**config.mk**
```make
export PLATFORM = sky130hd
export DESIGN_NAME = cbl_commission
export DESIGN_NICKNAME = d
export VERILOG_FILES = /design/src/design/cbl_pkg.sv /design/src/design/cbl_commission.sv /design/src/design/cbl_debounce.sv
export SDC_FILE = /design/constraint.sdc
export NUM_CORES = 1
export LEC_CHECK = 0
export ABC_CLOCK_PERIOD_IN_PS = 14100
export BUFFER_PORTS_ARGS = -buffer_cell sky130_fd_sc_hd__buf_2
export CAP_MARGIN = 20
export CORE_AREA = 5 5 114 116
export CTS_CLUSTER_DIAMETER = 200
export DETAILED_ROUTE_END_ITERATION = 8
export DIE_AREA = 0 0 119 121
export PLACE_DENSITY_LB_ADDON = 0.12
export SLEW_MARGIN = 20
export SYNTH_ARGS = -nofsm -noshare
export SYNTH_HDL_FRONTEND = slang
export SYNTH_SLANG_ARGS = --single-unit
```
**constraint.sdc**
```tcl
create_clock -name ref_clk -period 14.1 [get_ports ref_clk]
set_input_delay 0.705 -clock ref_clk [delete_from_list [all_inputs] [get_ports ref_clk]]
set_output_delay 0.705 -clock ref_clk [all_outputs]
set_load 0.005 [all_outputs]
```
**src/design/cbl_pkg.sv**
```systemverilog
// Purpose: Shared constants for the commissioning button and indicator block
// Assumes: 20 MHz reference clock
// Notes: Times are kept in their own unit; cycle counts derive from them
package cbl_pkg;
    localparam int CLK_HZ = 20000000;
    localparam int TICK_US = 1000;
    localparam int TICK_CYCLES = CLK_HZ / 1000000 * TICK_US;
    localparam int BLINK_DEFAULT_MS = 250;
    localparam int WINDOW_MS = 2000;
    localparam int IDENT_MS = 1000;
    localparam int IDENT_BLINK_MS = 50;
    localparam int WAKE_MS = 30000;
    localparam int DEBOUNCE_MS = 20;
    localparam logic [7:0] IDENT_FRAME_TYPE = 8'h95;
    localparam logic [2:0] PRESS_IDENT = 3'h1;
    localparam logic [2:0] PRESS_NOMINATE = 3'h2;
    localparam logic [2:0] PRESS_RESTORE = 3'h4;
    localparam logic STATUS_ENABLE_RESET = 1'b1;
    localparam logic BUTTON_ENABLE_RESET = 1'b1;
    localparam logic [15:0] BLINK_OVERRIDE_RESET = 16'h0000;
    // Register indices on the plain register port
    localparam logic [3:0] REG_CTRL = 4'h0;
    localparam logic [3:0] REG_BLINK = 4'h1;
    localparam logic [3:0] REG_PRESS_CMD = 4'h2;
    localparam logic [3:0] REG_STATUS = 4'h3;
    localparam int CTRL_STATUS_EN_BIT = 0;
    localparam int CTRL_BUTTON_EN_BIT = 1;
    localparam int CTRL_SYNC_SLEEP_BIT = 2;
    localparam int CTRL_FRAMED_BIT = 3;
    localparam int CTRL_ASLEEP_BIT = 4;
    localparam int CTRL_CYCLE_END_BIT = 5;
    localparam int CTRL_IDENT_RX_BIT = 6;
    typedef enum logic [1:0] {
        ST_IDLE = 2'b00,
        ST_COUNT = 2'b01,
        ST_ACT = 2'b10
    } cbl_state_t;
endpackage : cbl_pkg

```
**src/design/cbl_commission.sv**
```systemverilog
// Purpose: Status indicator blinking and commissioning button actions
// Assumes: Single 20 MHz clock, synchronous active-high reset
//          Button pin active low with a pull-up on the board
// Notes: Network actions leave as one-cycle request pulses
//        A software press command during a counting window is dropped
//        Counts saturate at seven presses, which decodes to no action
//        A press wakes a sleeping node even with the button disabled
//
// Summary of operation
// - Enable setting drives indicator pin, default on
// - Blink time from override, zero means 250 ms
// - Enabled indicator blinks while operating
// - Button counted only when enabled, default on
// - Press while asleep wakes for cycle or 30 s
// - One press starts identification broadcast
// - Received identification: fast blink 1 s, frame
// - Two presses nominate coordinator in sync sleep
// - Four presses restore defaults and apply them
// - Software press count runs same action
`timescale 1ns/100ps
module cbl_commission #(
    parameter int WINDOW_TICKS = cbl_pkg::WINDOW_MS,
    parameter int WAKE_TICKS = cbl_pkg::WAKE_MS,
    parameter int TICK_DIV = cbl_pkg::TICK_CYCLES
) (
    input wire logic ref_clk,
    input wire logic reset,
    input wire logic [3:0] regAddr,
    input wire logic [31:0] regWrData,
    input wire logic regWr,
    input wire logic regRd,
    output logic [31:0] regRdData,
    input wire logic buttonPinN,
    input wire logic seniorToCoord,
    output logic statusLed,
    output logic statusLedOe,
    output logic identBroadcastReq,
    output logic nominateReq,
    output logic restoreApplyReq,
    output logic identFrameReq,
    output logic [7:0] identFrameType,
    output logic coordinatorRole,
    output logic wakeHold
);
    import cbl_pkg::*;

    // Divider and stored settings
    logic [15:0] tickCntReg;
    logic tickReg;
    logic statusEnReg;
    logic buttonEnReg;
    logic syncSleepReg;
    logic framedReg;
    logic asleepReg;
    logic [15:0] blinkOverrideReg;

    // Timers and indicator level
    logic [15:0] blinkCntReg;
    logic [15:0] identCntReg;
    logic [15:0] windowCntReg;
    logic [15:0] wakeCntReg;
    logic ledLevelReg;

    // Press counting and actions
    logic [2:0] pressCntReg;
    logic [2:0] swCountReg;
    logic swReqReg;
    logic pressPulse;
    logic [2:0] lastCountReg;
    cbl_state_t stateReg;

    // Register strobe decode
    logic ctrlWr;
    logic blinkWr;
    logic cmdWr;
    logic cycleEndWr;
    logic identRxWr;

    // Map a completed count to the action it selects
    function automatic logic [2:0] cbl_decode(input logic [2:0] count);
        logic [2:0] act;
        act = 3'b000;
        if (count == PRESS_IDENT) begin
            act = 3'b001;
        end else if (count == PRESS_NOMINATE) begin
            act = 3'b010;
        end else if (count == PRESS_RESTORE) begin
            act = 3'b100;
        end
        return act;
    endfunction : cbl_decode

    // True when a write strobe targets the given register index
    function automatic logic cbl_wr_hit(input logic wr,
        input logic [3:0] addr, input logic [3:0] idx);
        return wr && addr == idx;
    endfunction : cbl_wr_hit

    // Strobe decode shared by the setting and event processes
    assign ctrlWr = cbl_wr_hit(regWr, regAddr, REG_CTRL);
    assign blinkWr = cbl_wr_hit(regWr, regAddr, REG_BLINK);
    assign cmdWr = cbl_wr_hit(regWr, regAddr, REG_PRESS_CMD);
    // Event bits of a control write; neither is stored
    assign cycleEndWr = ctrlWr && regWrData[CTRL_CYCLE_END_BIT];
    assign identRxWr = ctrlWr && regWrData[CTRL_IDENT_RX_BIT];

    // Millisecond enable from the reference clock
    // TICK_DIV must fit the 16-bit divider counter
    always_ff @(posedge ref_clk) begin
        if (reset) begin
            tickCntReg <= 16'h0000;
            tickReg <= 1'b0;
        end else if (tickCntReg == 16'(TICK_DIV - 1)) begin
            tickCntReg <= 16'h0000;
            tickReg <= 1'b1;
        end else begin
            tickCntReg <= tickCntReg + 16'h0001;
            tickReg <= 1'b0;
        end
    end

    // One pulse per settled press of the pin
    cbl_debounce #(
        .STABLE_TICKS(DEBOUNCE_MS)
    ) u_debounce (
        .refClk(ref_clk),
        .reset(reset),
        .tick(tickReg),
        .buttonPinN(buttonPinN),
        .pressPulse(pressPulse)
    );

    // Register map, word index on regAddr:
    //   CTRL      [0] indicator enable, [1] button enable, [2] sync sleep,
    //             [3] framed host mode, [4] asleep, [5] write one to end
    //             the sleep cycle, [6] write one for a received identification
    //   BLINK     [15:0] blink half period in ms, zero for the default
    //   PRESS_CMD [2:0] press count run as if pressed, reads as zero
    //   STATUS    [0] indicator level, [2:1] window state, [3] wake hold,
    //             [4] coordinator role, [7:5] last completed count
    //   Other indices read zero and ignore writes

    // Control register writes; a restore puts the defaults back at once
    always_ff @(posedge ref_clk) begin
        if (reset) begin
            statusEnReg <= STATUS_ENABLE_RESET;
            buttonEnReg <= BUTTON_ENABLE_RESET;
            syncSleepReg <= 1'b0;
            framedReg <= 1'b0;
            asleepReg <= 1'b0;
            blinkOverrideReg <= BLINK_OVERRIDE_RESET;
        end else if (restoreApplyReq) begin
            statusEnReg <= STATUS_ENABLE_RESET;
            buttonEnReg <= BUTTON_ENABLE_RESET;
            syncSleepReg <= 1'b0;
            framedReg <= 1'b0;
            asleepReg <= 1'b0;
            blinkOverrideReg <= BLINK_OVERRIDE_RESET;
        end else if (ctrlWr) begin
            statusEnReg <= regWrData[CTRL_STATUS_EN_BIT];
            buttonEnReg <= regWrData[CTRL_BUTTON_EN_BIT];
            syncSleepReg <= regWrData[CTRL_SYNC_SLEEP_BIT];
            framedReg <= regWrData[CTRL_FRAMED_BIT];
            asleepReg <= regWrData[CTRL_ASLEEP_BIT];
        end else if (blinkWr) begin
            blinkOverrideReg <= regWrData[15:0];
        end
    end

    // Software press command stands in for the button
    always_ff @(posedge ref_clk) begin
        if (reset) begin
            swReqReg <= 1'b0;
            swCountReg <= 3'b000;
        end else begin
            swReqReg <= cmdWr;
            swCountReg <= regWrData[2:0];
        end
    end

    // Press counting within the request window
    // Seven is a ceiling, so a long burst decodes to no action
    always_ff @(posedge ref_clk) begin
        if (reset) begin
            stateReg <= ST_IDLE;
            pressCntReg <= 3'b000;
            windowCntReg <= 16'h0000;
        end else begin
            unique case (stateReg)
                ST_IDLE: begin
                    if (swReqReg) begin
                        pressCntReg <= swCountReg;
                        stateReg <= ST_ACT;
                    end else if (pressPulse && buttonEnReg) begin
                        pressCntReg <= 3'b001;
                        windowCntReg <= 16'h0000;
                        stateReg <= ST_COUNT;
                    end
                end
                ST_COUNT: begin
                    // A software command here is dropped; the window rules
                    if (pressPulse && buttonEnReg && pressCntReg != 3'b111)
                    begin
                        pressCntReg <= pressCntReg + 3'b001;
                    end
                    if (tickReg) begin
                        if (windowCntReg == 16'(WINDOW_TICKS - 1)) begin
                            stateReg <= ST_ACT;
                        end else begin
                            windowCntReg <= windowCntReg + 16'h0001;
                        end
                    end
                end
                ST_ACT: begin
                    stateReg <= ST_IDLE;
                end
                default: begin
                    stateReg <= ST_IDLE;
                end
            endcase
        end
    end

    // Action dispatch; unlisted counts do nothing
    // ST_ACT lasts one cycle, so each action pulses once
    always_ff @(posedge ref_clk) begin
        logic [2:0] act;
        act = cbl_decode(pressCntReg);
        if (reset) begin
            identBroadcastReq <= 1'b0;
            nominateReq <= 1'b0;
            restoreApplyReq <= 1'b0;
            lastCountReg <= 3'b000;
        end else begin
            identBroadcastReq <= stateReg == ST_ACT && act[0];
            nominateReq <= stateReg == ST_ACT && act[1]
                && syncSleepReg;
            restoreApplyReq <= stateReg == ST_ACT && act[2];
            if (stateReg == ST_ACT) begin
                lastCountReg <= pressCntReg;
            end
        end
    end

    // Coordinator role taken only when senior
    // A junior node sends the sync message but keeps its place
    always_ff @(posedge ref_clk) begin
        if (reset) begin
            coordinatorRole <= 1'b0;
        end else if (restoreApplyReq) begin
            coordinatorRole <= 1'b0;
        end else if (nominateReq && seniorToCoord) begin
            coordinatorRole <= 1'b1;
        end
    end

    // Wake hold after a press while asleep
    // A press and a cycle end together: the press wins
    always_ff @(posedge ref_clk) begin
        if (reset) begin
            wakeHold <= 1'b0;
            wakeCntReg <= 16'h0000;
        end else if (pressPulse && asleepReg) begin
            wakeHold <= 1'b1;
            wakeCntReg <= 16'h0000;
        end else if (cycleEndWr) begin
            wakeHold <= 1'b0; // Sleep cycle ended first
        end else if (wakeHold && tickReg) begin
            if (wakeCntReg == 16'(WAKE_TICKS - 1)) begin
                wakeHold <= 1'b0;
            end else begin
                wakeCntReg <= wakeCntReg + 16'h0001;
            end
        end
    end

    // Received identification: one second of fast blink plus frame
    // The frame follows the host mode written beside the event
    always_ff @(posedge ref_clk) begin
        if (reset) begin
            identCntReg <= 16'h0000;
            identFrameReq <= 1'b0;
            identFrameType <= 8'h00;
        end else begin
            identFrameReq <= 1'b0;
            if (identRxWr) begin
                identCntReg <= 16'(IDENT_MS);
                identFrameReq <= regWrData[CTRL_FRAMED_BIT];
                identFrameType <= IDENT_FRAME_TYPE;
            end else if (tickReg && identCntReg != 16'h0000) begin
                identCntReg <= identCntReg - 16'h0001;
            end
        end
    end

    // Blink timing: override or 250 ms default
    // A shorter period applies at once: the compare is >=
    always_ff @(posedge ref_clk) begin
        logic [15:0] period;
        period = (identCntReg != 16'h0000) ? 16'(IDENT_BLINK_MS)
            : (blinkOverrideReg == 16'h0000) ? 16'(BLINK_DEFAULT_MS)
            : blinkOverrideReg;
        if (reset) begin
            blinkCntReg <= 16'h0000;
            ledLevelReg <= 1'b1;
        end else if (tickReg) begin
            if (blinkCntReg >= period - 16'h0001) begin
                blinkCntReg <= 16'h0000;
                ledLevelReg <= ~ledLevelReg;
            end else begin
                blinkCntReg <= blinkCntReg + 16'h0001;
            end
        end
    end

    // Indicator pin driven only when enabled
    // The pin floats, output enable low, while the indicator is off
    always_ff @(posedge ref_clk) begin
        if (reset) begin
            statusLed <= 1'b0;
            statusLedOe <= 1'b0;
        end else begin
            statusLedOe <= statusEnReg;
            statusLed <= statusEnReg && ledLevelReg;
        end
    end

    // Register read port, data one cycle after the strobe
    // Idle cycles return zero, so a late sample sees no stale data
    always_ff @(posedge ref_clk) begin
        if (reset) begin
            regRdData <= 32'h0000_0000;
        end else if (regRd) begin
            unique case (regAddr)
                REG_CTRL: regRdData <= {26'h000_0000, 1'b0, asleepReg,
                    framedReg, syncSleepReg, buttonEnReg, statusEnReg};
                REG_BLINK: regRdData <= {16'h0000, blinkOverrideReg};
                REG_STATUS: regRdData <= {24'h00_0000, lastCountReg,
                    coordinatorRole, wakeHold, stateReg, ledLevelReg};
                default: regRdData <= 32'h0000_0000;
            endcase
        end else begin
            regRdData <= 32'h0000_0000;
        end
    end
endmodule : cbl_commission

```
**src/design/cbl_debounce.sv**
```systemverilog
// Purpose: Synchronise and debounce the pushbutton pin
// Assumes: Pin is active low, idle high; tick is a 1 ms enable
// Notes: Emits one pulse per settled press
`timescale 1ns/100ps
module cbl_debounce #(
    parameter int STABLE_TICKS = 20
) (
    input wire logic refClk,
    input wire logic reset,
    input wire logic tick,
    input wire logic buttonPinN,
    output logic pressPulse
);
    import cbl_pkg::*;
    logic sync1Reg, sync2Reg, sync3Reg;
    logic stateReg;
    logic [7:0] stableCntReg;
    // Three-stage synchroniser
    always_ff @(posedge refClk) begin
        if (reset) begin
            sync1Reg <= 1'b1;
            sync2Reg <= 1'b1;
            sync3Reg <= 1'b1;
        end else begin
            sync1Reg <= buttonPinN;
            sync2Reg <= sync1Reg;
            sync3Reg <= sync2Reg;
        end
    end
    // Accept a new level after it holds for the debounce time
    always_ff @(posedge refClk) begin
        if (reset) begin
            stateReg <= 1'b1;
            stableCntReg <= 8'h00;
            pressPulse <= 1'b0;
        end else begin
            pressPulse <= 1'b0;
            if (sync2Reg != sync3Reg || sync3Reg == stateReg) begin
                stableCntReg <= 8'h00;
            end else if (tick) begin
                if (stableCntReg == 8'(STABLE_TICKS - 1)) begin
                    stateReg <= sync3Reg;
                    stableCntReg <= 8'h00;
                    pressPulse <= ~sync3Reg; // Falling edge is a press
                end else begin
                    stableCntReg <= stableCntReg + 8'h01;
                end
            end
        end
    end
endmodule : cbl_debounce

```
==> flow_metrics.env, run 1 <==
export IMPL_dpl_cell_area_um2=7620
export IMPL_cts_setup_buffers=0
export IMPL_cp_required_ns=14.37
export IMPL_grt_overflow=0
export IMPL_viasPerCell=5.78
export IMPL_rows=40
export IMPL_drt_met1_wl_um=6570
export IMPL_first_global_vias=6087
export IMPL_final_cell_mix="dfxtp_1, nor2_1, nand2_1"
export IMPL_reg2reg_depth=16
export IMPL_ctsRootBufferMaster="clkbuf_16"
export IMPL_slew_viol_final=0
export IMPL_cts_num_sinks=153
export IMPL_synthCells=841
export IMPL_startpoint_type="flip-flop"
export IMPL_critPathCaptureType="flip-flop"
export IMPL_tightest_slew_ns=0.771
export IMPL_core_area_um2=11800
export IMPL_max_freq_mhz=173
export IMPL_r2r_end="blinkCntReg[11]"
export IMPL_dp_cells=1014
export IMPL_yosysWarnings=0
export IMPL_initial_core_util=0.622
export IMPL_status="finished clean"
export IMPL_synth_area_leaders="dfxtp_1, nor2_1, xor2_1"
export IMPL_met2_length_um=8090
export IMPL_clockBufferDepth=2
export IMPL_period_share=0.410
export IMPL_fillers=934
export IMPL_drtIter0Drc=414
export IMPL_met3_length_um=556
export IMPL_grt_pass1_wl_um=27100
export IMPL_io_pins=90
export IMPL_worstHoldPathType="reg2reg"
export IMPL_first_pass_iters=5
export IMPL_antenna_left=0
export IMPL_regArea_um2=3060
export IMPL_antenna_found_initial=0
export IMPL_power_leakage_nw=3.37
export IMPL_cp_max_fo=14
export IMPL_n_antenna_cell=0
export IMPL_cts_buffers=17
export IMPL_hold_viol=0
export IMPL_vias=6036
export IMPL_r2r_slack_ns=8.32
export IMPL_top_layer="met4"
export IMPL_die_area_um2=14400
export IMPL_seq_area_frac_synth=0.417
export IMPL_p_per_area_nw_per_um2=116
export IMPL_ir_drop_uv=78.1
export IMPL_grt_max_degree=46
export IMPL_layout_nets=958
export IMPL_syn_avg_cell_area_um2=8.74
export IMPL_crit_type="reg2reg"
export IMPL_areaGrowthSynthToFinish_pct=12.4
export IMPL_rsz0062_at_grt="false"
export IMPL_drive_above_1_share=0.124
export IMPL_die_w_um=119
export IMPL_synth_cell_type_count=68
export IMPL_synth_edf_count=0
export IMPL_drc=0
export IMPL_synthArstFlopShare=0
export IMPL_min_path_cells=1
export IMPL_path_clk_slew_ns=0.06
export IMPL_clk_latency_ns=0.42
export IMPL_synth_area_um2=7350
export IMPL_yosysTopAreaCell="dfxtp_1"
export IMPL_hpwl_um=11200
export IMPL_cap_violations=0
export IMPL_cts_resized=0
export IMPL_min_to="u_debounce.sync2Reg"
export IMPL_ctsHoldBuffers=0
export IMPL_p_total_mw=0.960
export IMPL_stdcell_count=1045
export IMPL_finalSetupViolations=0
export IMPL_cts_max_level=4
export IMPL_fin_setup_tns_ns=0
export IMPL_yosysTopAreaCellShare=0.417
export IMPL_final_area_um2=8260
export IMPL_finalCoreUtilization=0.699
export IMPL_wirelength_um=15600
export IMPL_synth_main_ff_cell="dfxtp_1"
export IMPL_finalClockSkew_ns=0.00658
export IMPL_fin_crit_ns=5.78
export IMPL_wl_per_cell_um=14.9
export IMPL_hp_start="u_debounce.sync1Reg"
export IMPL_relSlewSlack=0.472
export IMPL_gp_congestion=0.884
export IMPL_final_common_cell="dfxtp_1"
export IMPL_cts_tree="yes"
export IMPL_r2r_start="identCntReg[6]"
export IMPL_multiInputGateArea_um2=4040
export IMPL_port_buffers=53
export IMPL_dieHeight_um=121
export IMPL_track_usage=0.228
export IMPL_synth_seq_cells=153
export IMPL_arrival_ns=6.05
[registers in the layout (all words and copies together), names as in the netlist, 2 cells and up]
signal / count
windowCntReg: 16
stateReg: 2
pressCntReg: 3
regRdData: 16
blinkCntReg: 16
lastCountReg: 3
identCntReg: 16
tickCntReg: 16
blinkOverrideReg: 16
swCountReg: 3
u_debounce.stableCntReg: 8
wakeCntReg: 16
[critical path, stage by stage (launching register included)]
cell and delay (ns):
dfxtp_1 0.34, nor3_1 0.40, nand4_2 0.37, or4_1 0.75
nor3_1 0.23, ha_1 0.23, nor3b_1 0.37, nand3_1 0.22
or3_1 0.38, xnor2_1 0.16, nand2_1 0.08, ha_1 0.29
nand4_1 0.12, nor3_1 0.22, or4b_2 0.69, a31oi_2 0.65
nor2_1 0.12
[where the power goes]
group / leakage [nW] / switching [mW] / internal, mW
registers: 1.24 / 0.00362 / 0.436
clock network: 0.297 / 0.169 / 0.299
logic: 1.83 / 0.0318 / 0.0196
total: 3.37 / 0.204 / 0.755
[cell usage after synthesis (all sizes together) (8+ instances only)]
library cell and count:
dfxtp 153, nor2 128, nand2 68, xor2 47, nand3 38, a21oi 37, buf 32, ha 29
mux2i 26, o21ai 23, xnor2 23, nand4 22, nor3 18, clkbuf 17, nor4 17, inv 16
and3 15, or3 14, and2 11, a31oi 10, nand2b 8, nor2b 8
[per-layer routing]
layer,vias to the layer above,GRT usage
met5,-,0
met4,0,0.0978
met3,33,0.0503
met2,131,0.414
met1,2863,0.257
li1,3009,-
[cell families (layout without fill, tap and decap cells)]
family                   Yosys count  in the layout  synth area share
AO/OA/AOI/OAI                    105            105            0.0908
XOR/XNOR                          70             70            0.0834
adder cells (fa/ha/maj)           29             29            0.0494
buffers and inverters             66            104            0.0463
flip-flops                       153            153             0.417
multiplexers                      27             27            0.0369
other                              1             20          0.000510
AND/OR/NAND/NOR                  390            390             0.276
[worst max-delay path by stage]
| stage | startpoint | endpoint | slack (ns) | cells past startpoint |
|---|---|---|---|---|
| 2_1_floorplan | blinkOverrideReg[0] | blinkCntReg[10] | 9.40 | 18 |
| 3_5_place_dp | identCntReg[6] | blinkCntReg[6] | 8.42 | 16 |
| 4_1_cts | blinkOverrideReg[0] | blinkCntReg[3] | 8.33 | 17 |
| 6_report | identCntReg[6] | blinkCntReg[11] | 8.32 | 16 |
| 3_3_place_gp | identCntReg[6] | blinkCntReg[15] | 8.58 | 16 |
| 5_1_grt | blinkOverrideReg[1] | blinkCntReg[13] | 7.74 | 17 |
[metrics by stage]
stage               hold WS, ns  setup WS, ns
floorplan                 0.389          9.40
global placement          0.398          8.58
detailed placement        0.407          8.42
CTS                       0.420          8.33
global route              0.442          7.74
finish                    0.413          8.32
[cell type report]
| cell class | count | share of cell area |
|---|---|---|
| multi-input cells | 641 | 0.489 |
| flip-flops and latches | 153 | 0.371 |
| clock buffers | 23 | 0.0603 |
| repair buffers | 57 | 0.0362 |
| well taps | 147 | 0.0223 |
| clock inverters | 7 | 0.0139 |
| inverters | 17 | 0.00773 |
No activity file was read; power rests on OpenSTA's default activity.
==> run 2, diff against run 1 <==
--- a/config.mk
+++ b/config.mk
@@ -5,13 +5,13 @@
 export SDC_FILE = /design/constraint.sdc
 export NUM_CORES = 1
 export LEC_CHECK = 0
-export ABC_CLOCK_PERIOD_IN_PS = 14100
+export ABC_CLOCK_PERIOD_IN_PS = 5700
 export BUFFER_PORTS_ARGS = -buffer_cell sky130_fd_sc_hd__buf_2
 export CAP_MARGIN = 20
-export CORE_AREA = 5 5 114 116
+export CORE_AREA = 5 5 119 121
 export CTS_CLUSTER_DIAMETER = 200
 export DETAILED_ROUTE_END_ITERATION = 8
-export DIE_AREA = 0 0 119 121
+export DIE_AREA = 0 0 124 126
 export PLACE_DENSITY_LB_ADDON = 0.12
 export SLEW_MARGIN = 20
 export SYNTH_ARGS = -nofsm -noshare
==> constraint.sdc (replaced) <==
create_clock -name ref_clk -period 5.7 [get_ports ref_clk]
set_input_delay 0.285 -clock ref_clk [delete_from_list [all_inputs] [get_ports ref_clk]]
set_output_delay 0.285 -clock ref_clk [all_outputs]
set_load 0.005 [all_outputs]
==> flow_metrics.env, run 2 (synthesized netlist as in run 1, its figures left out) <==
export IMPL_status="finished clean"
export IMPL_cp_max_fo=14
export IMPL_critPathCaptureType="flip-flop"
export IMPL_cts_resized=0
export IMPL_cts_max_level=4
export IMPL_regArea_um2=3060
export IMPL_fin_crit_ns=5.36
export IMPL_vias=5983
export IMPL_clk_latency_ns=0.42
export IMPL_cap_violations=0
export IMPL_final_cell_mix="dfxtp_1, nor2_1, nand2_1"
export IMPL_dieHeight_um=126
export IMPL_power_leakage_nw=3.37
export IMPL_io_pins=90
export IMPL_relSlewSlack=0.311
export IMPL_antenna_found_initial=0
export IMPL_wirelength_um=15600
export IMPL_crit_chain="nor4_1, nand3_1, nor4_4, nor2_2, nand2_1, ha_1, nor3b_1, nand3_1, or3_1, xnor2_1, nand2_1, ha_1, nand4_1, nor3_1, or4b_2, a31oi_2, buf_4, nor2_1"
export IMPL_path_clk_slew_ns=0.06
export IMPL_finalClockSkew_ns=0.00521
export IMPL_tightest_slew_ns=1.03
export IMPL_finalSetupViolations=0
export IMPL_areaGrowthSynthToFinish_pct=12.9
export IMPL_drtIter0Drc=352
export IMPL_die_w_um=124
export IMPL_drc=0
export IMPL_core_area_um2=13000
export IMPL_port_buffers=53
export IMPL_wl_per_cell_um=14.5
export IMPL_layout_nets=960
export IMPL_viasPerCell=5.55
export IMPL_final_common_cell="dfxtp_1"
export IMPL_fillers=1132
export IMPL_crit_type="reg2reg"
export IMPL_grt_overflow=0
export IMPL_rsz0062_at_grt="false"
export IMPL_multiInputGateArea_um2=4040
export IMPL_max_freq_mhz=187
export IMPL_cts_tree="yes"
export IMPL_hold_viol=0
export IMPL_ir_drop_uv=199
export IMPL_first_global_vias=5788
export IMPL_track_usage=0.206
export IMPL_die_area_um2=15600
export IMPL_cp_required_ns=6.01
export IMPL_ctsHoldBuffers=0
export IMPL_grt_max_degree=46
export IMPL_cpMaxStageDelayCell="or4b_2"
export IMPL_grt_pass1_wl_um=26200
export IMPL_fin_setup_tns_ns=0
export IMPL_cts_setup_buffers=0
export IMPL_hpwl_um=11200
export IMPL_worstHoldPathType="in2reg"
export IMPL_n_antenna_cell=0
export IMPL_slew_viol_final=0
export IMPL_clockBufferDepth=2
export IMPL_rows=42
export IMPL_hold_ws_ns=0.0709
export IMPL_p_per_area_nw_per_um2=282
export IMPL_pre_cts_ws_ns=0.571
export IMPL_cts_buffers=17
export IMPL_cts_num_sinks=153
export IMPL_ctsRootBufferMaster="clkbuf_16"
export IMPL_startpoint_type="flip-flop"
export IMPL_arrival_ns=5.66
export IMPL_initial_core_util=0.566
export IMPL_first_pass_iters=5
export IMPL_antenna_left=0
export IMPL_period_share=0.940
export IMPL_critPathMaxStageDelay_ns=0.68
export IMPL_gp_congestion=0.823
export IMPL_worst_slack_ns=0.344
export IMPL_drive_above_1_share=0.129
==> run 2: cell count changes in the layout (fill, tap and decap cells not counted), sizes merged <==
cell and change:
clkbuf -4, clkinvlp +1, buf +2, bufinv -1, inv +2, clkinv +4
==> run 2: per-layer routing <==
layer | track usage | share of wire | up-vias
li1 | - | - | 3020
met1 | 0.252 | 0.44 | 2832
met2 | 0.354 | 0.50 | 108
met3 | 0.0426 | 0.043 | 23
met4 | 0.0773 | 0.016 | 0
met5 | 0 | 0 | -
==> run 2: worst max-delay path: cells and delay by family (launching register included) <==
kind	cells	cell delay, ns
flops	1	0.35
buf+inv	1	0.21
simple gates	13	3.86
fa+ha+maj	2	0.49
compound gates	1	0.19
xor+xnor	1	0.15
==> run 2: cell type report <==
class                           instances  share of cell area
Tap cell                              176              0.0265
Multi-Input combinational cell        641               0.486
Sequential cell                       153               0.369
Clock buffer                           19              0.0546
Clock inverter                         13              0.0175
Inverter                               17             0.00769
Timing Repair Buffer                   59              0.0383
==> run 2: final timing paths <==
path	start	end	slack [ns]	cells after the start
max reg2reg	blinkOverrideReg[0]	blinkCntReg[11]	0.34	18
min	buttonPinN	u_debounce.sync1Reg	0.07	2
min reg2reg	u_debounce.sync1Reg	u_debounce.sync2Reg	0.41	1
max	blinkOverrideReg[0]	blinkCntReg[11]	0.34	18
==> run 2: where the power goes <==
part           internal, mW  switching (mW)
Sequential             1.08         0.00920
Clock                 0.671           0.450
Combinational        0.0504          0.0793
==> run 2: through the flow <==
step                      std cells  area [um^2]  power, mW   util
after floorplan                 860         7420       1.21      -
after global placement         1044         7670       1.24  0.591
after detailed placement       1046         7700       1.24  0.593
after CTS                      1078         8300       2.36  0.639
after global routing           1078         8300       2.43  0.639
final                          1078         8300       2.34  0.639
==> run 3, diff against run 2 <==
--- a/config.mk
+++ b/config.mk
@@ -8,12 +8,14 @@
 export ABC_CLOCK_PERIOD_IN_PS = 5700
 export BUFFER_PORTS_ARGS = -buffer_cell sky130_fd_sc_hd__buf_2
 export CAP_MARGIN = 20
-export CORE_AREA = 5 5 119 121
+export CORE_AREA = 5 5 118 120
 export CTS_CLUSTER_DIAMETER = 200
 export DETAILED_ROUTE_END_ITERATION = 8
-export DIE_AREA = 0 0 124 126
+export DIE_AREA = 0 0 123 125
+export HOLD_SLACK_MARGIN = 0.12
 export PLACE_DENSITY_LB_ADDON = 0.12
 export SLEW_MARGIN = 20
 export SYNTH_ARGS = -nofsm -noshare
 export SYNTH_HDL_FRONTEND = slang
+export SYNTH_HIERARCHICAL = 1
 export SYNTH_SLANG_ARGS = --single-unit
==> flow_metrics.env, run 3 <==
export IMPL_synth_edf_count=0
export IMPL_yosysWarnings=6
export IMPL_critical_path_top_delay_family="simple AND/OR/NAND/NOR gates"
export IMPL_netSwitchingPower_mw=0.508
export IMPL_dpl_cell_area_um2=7510
export IMPL_cts_num_sinks=153
export IMPL_die_w_um=123
export IMPL_clkPwrFrac=0.479
export IMPL_cts_tree="yes"
export IMPL_antenna_left=0
export IMPL_fin_crit_ns=5.30
export IMPL_final_cell_mix="dfxtp_1, nor2_1, nand2_1"
export IMPL_drtIter0Drc=322
export IMPL_finalCoreUtilization=0.638
export IMPL_yosysTopAreaCellShare=0.424
export IMPL_die_area_um2=15400
export IMPL_initial_core_util=0.561
export IMPL_yosysTopAreaCell="dfxtp_1"
export IMPL_hpwl_um=11400
export IMPL_crit_chain="inv_1, ha_1, or4b_2, or3_1, or2_2, nor3_1, ha_1, nand2_1, or4_1, nor3_1, xor2_1, nand2_1, ha_1, a21o_1, a21o_1, a2111oi_0, nand3_1, a21o_1, nor2_1"
export IMPL_r2r_start="identCntReg[0]"
export IMPL_arrival_ns=5.64
export IMPL_cts_setup_buffers=0
export IMPL_worst_path_stages=19
export IMPL_vias=5901
export IMPL_io_pins=90
export IMPL_synth_main_ff_cell="dfxtp_1"
export IMPL_r2r_slack_ns=0.40
export IMPL_startpoint_type="flip-flop"
export IMPL_clk_latency_ns=0.42
export IMPL_final_area_um2=8210
export IMPL_synth_seq_cells=153
export IMPL_drive_above_1_share=0.112
export IMPL_swShare=0.219
export IMPL_status="finished clean"
export IMPL_critPathBufInv=1
export IMPL_n_antenna_cell=0
export IMPL_hp_start="regWrData[2]"
export IMPL_ctsHoldBuffers=12
export IMPL_grt_pass1_wl_um=26500
export IMPL_grt_overflow=0
export IMPL_cts_resized=0
export IMPL_ctsRootBufferMaster="clkbuf_16"
export IMPL_wirelength_um=15900
export IMPL_worstHoldPathType="in2reg"
export IMPL_wl_per_cell_um=14.7
export IMPL_cpMaxStageDelayCell="or4b_2"
export IMPL_stdcell_count=1088
export IMPL_synth_area_um2=7230
export IMPL_grt_max_degree=53
export IMPL_synth_commonest_cells="dfxtp_1, nor2_1, nand2_1"
export IMPL_r2r_end="blinkCntReg[5]"
export IMPL_synthCells=847
export IMPL_viasPerCell=5.42
export IMPL_crit_type="reg2reg"
export IMPL_relSlewSlack=0.453
export IMPL_layout_nets=971
export IMPL_first_global_vias=5553
export IMPL_dp_cells=1045
export IMPL_drc=0
export IMPL_ir_drop_uv=194
export IMPL_cap_violations=0
export IMPL_hold_viol=0
export IMPL_first_pass_iters=5
export IMPL_clockBufferDepth=2
export IMPL_synth_cell_type_count=55
export IMPL_slew_viol_final=0
export IMPL_critPathCapture="blinkCntReg[5]"
export IMPL_synthMostInstantiatedCell="dfxtp_1"
export IMPL_critPathMaxStageDelay_ns=0.60
export IMPL_seqPwrFrac=0.467
export IMPL_rsz0062_at_grt="false"
export IMPL_port_buffers=53
export IMPL_seq_area_frac_synth=0.424
export IMPL_tightest_slew_ns=0.814
export IMPL_track_usage=0.213
export IMPL_crit_path_start="identCntReg[0]"
export IMPL_finalClockSkew_ns=0.00693
export IMPL_syn_avg_cell_area_um2=8.53
export IMPL_reg2reg_depth=19
export IMPL_dieHeight_um=125
export IMPL_cts_max_level=4
export IMPL_fin_setup_tns_ns=0
export IMPL_areaGrowthSynthToFinish_pct=13.7
export IMPL_cp_max_fo=15
export IMPL_cts_buffers=17
export IMPL_final_common_cell="dfxtp_1"
export IMPL_period_share=0.929
export IMPL_rows=42
export IMPL_power_internal_mw=1.81
export IMPL_cp_required_ns=6.05
export IMPL_p_per_area_nw_per_um2=283
export IMPL_critPathCaptureType="flip-flop"
export IMPL_path_clk_slew_ns=0.06
export IMPL_core_area_um2=12900
export IMPL_power_leakage_nw=3.22
export IMPL_fillers=1098
export IMPL_finalSetupViolations=0
export IMPL_antenna_found_initial=0
export IMPL_synth_area_leaders="dfxtp_1, nor2_1, xor2_1"
export IMPL_hold_ws_ns=0.136
export IMPL_gp_congestion=0.847
export IMPL_combPwrFrac=0.054
export IMPL_synthArstFlopShare=0
export IMPL_max_freq_mhz=189
## run 3: changes by cell type in the layout (fill, tap and decap cells not counted), sizes merged, moves of 5 or more
cell         delta
dlygate4sd3    +12
nand2          +33
nor3           +14
o21ai          -11
xnor2          +10
nand3           -5
and3            -7
a21oi           +7
mux2i          -13
clkbuf          +5
or4             +5
## run 3: worst register-to-register path, stage by stage (launching register included)
cell and delay, ns:
dfxtp_1 0.32, inv_1 0.12, ha_1 0.16, or4b_2 0.60, or3_1 0.37, or2_2 0.41
nor3_1 0.21, ha_1 0.26, nand2_1 0.10, or4_1 0.48, nor3_1 0.22, xor2_1 0.16
nand2_1 0.08, ha_1 0.18, a21o_1 0.14, a21o_1 0.16, a2111oi_0 0.43, nand3_1 0.24
a21o_1 0.40, nor2_1 0.19
## run 3: cell type report
cell class	instances	area [um^2]	share of cell area
multi-input combinational	643	3880	0.472
sequential	153	3060	0.373
clock buffer	24	492	0.0599
timing repair buffer	68	408	0.0497
tap	176	220	0.0268
clock inverter	7	91.3	0.0111
inverter	17	63.8	0.00777
## run 3: how the worst min path moves through the flow
stage	depth (start not counted)	slack, ns	end
global route	2	0.13	swCountReg[1]
global placement	1	0.40	u_debounce/sync2Reg
floorplan	1	0.39	u_debounce/sync1Reg
CTS	2	0.13	swCountReg[2]
detailed placement	1	0.42	u_debounce/sync2Reg
finish	2	0.14	swCountReg[2]
## run 3: cell families after synthesis
kind of cell | after synthesis | share of synthesized area
other | 1 | 0.000519
muxes | 13 | 0.0180
AOI/OAI and AO/OA | 89 | 0.0750
adders and majority gates | 29 | 0.0502
DFF | 153 | 0.424
and+or+nand+nor | 410 | 0.283
xor gates and xnor gates | 82 | 0.0994
buffers and inverters | 70 | 0.0495
## run 3: routing by layer
metal  wire [um]  up-vias  global-route usage
li1            -     2963                   -
met1        7230     2789               0.281
met2        7670      123               0.340
met3         719       26              0.0470
met4         318        0              0.0769
met5           0        -                   0
## run 3: stage by stage
stage	setup WS [ns]	total power, mW
finish	0.402	2.32
global route	0.0166	2.41
CTS	0.373	2.34
detailed placement	0.424	1.23
global placement	0.516	1.22
floorplan	0.819	1.20
## run 3: power by group through the flow
stage | Clock (mW) | Combinational (mW) | Sequential (mW)
2_1_floorplan | 0 | 0.0971 | 1.11
3_3_place_gp | 0 | 0.114 | 1.11
3_5_place_dp | 0 | 0.118 | 1.11
4_1_cts | 1.13 | 0.126 | 1.08
5_1_grt | 1.18 | 0.141 | 1.09
6_report | 1.11 | 0.126 | 1.08
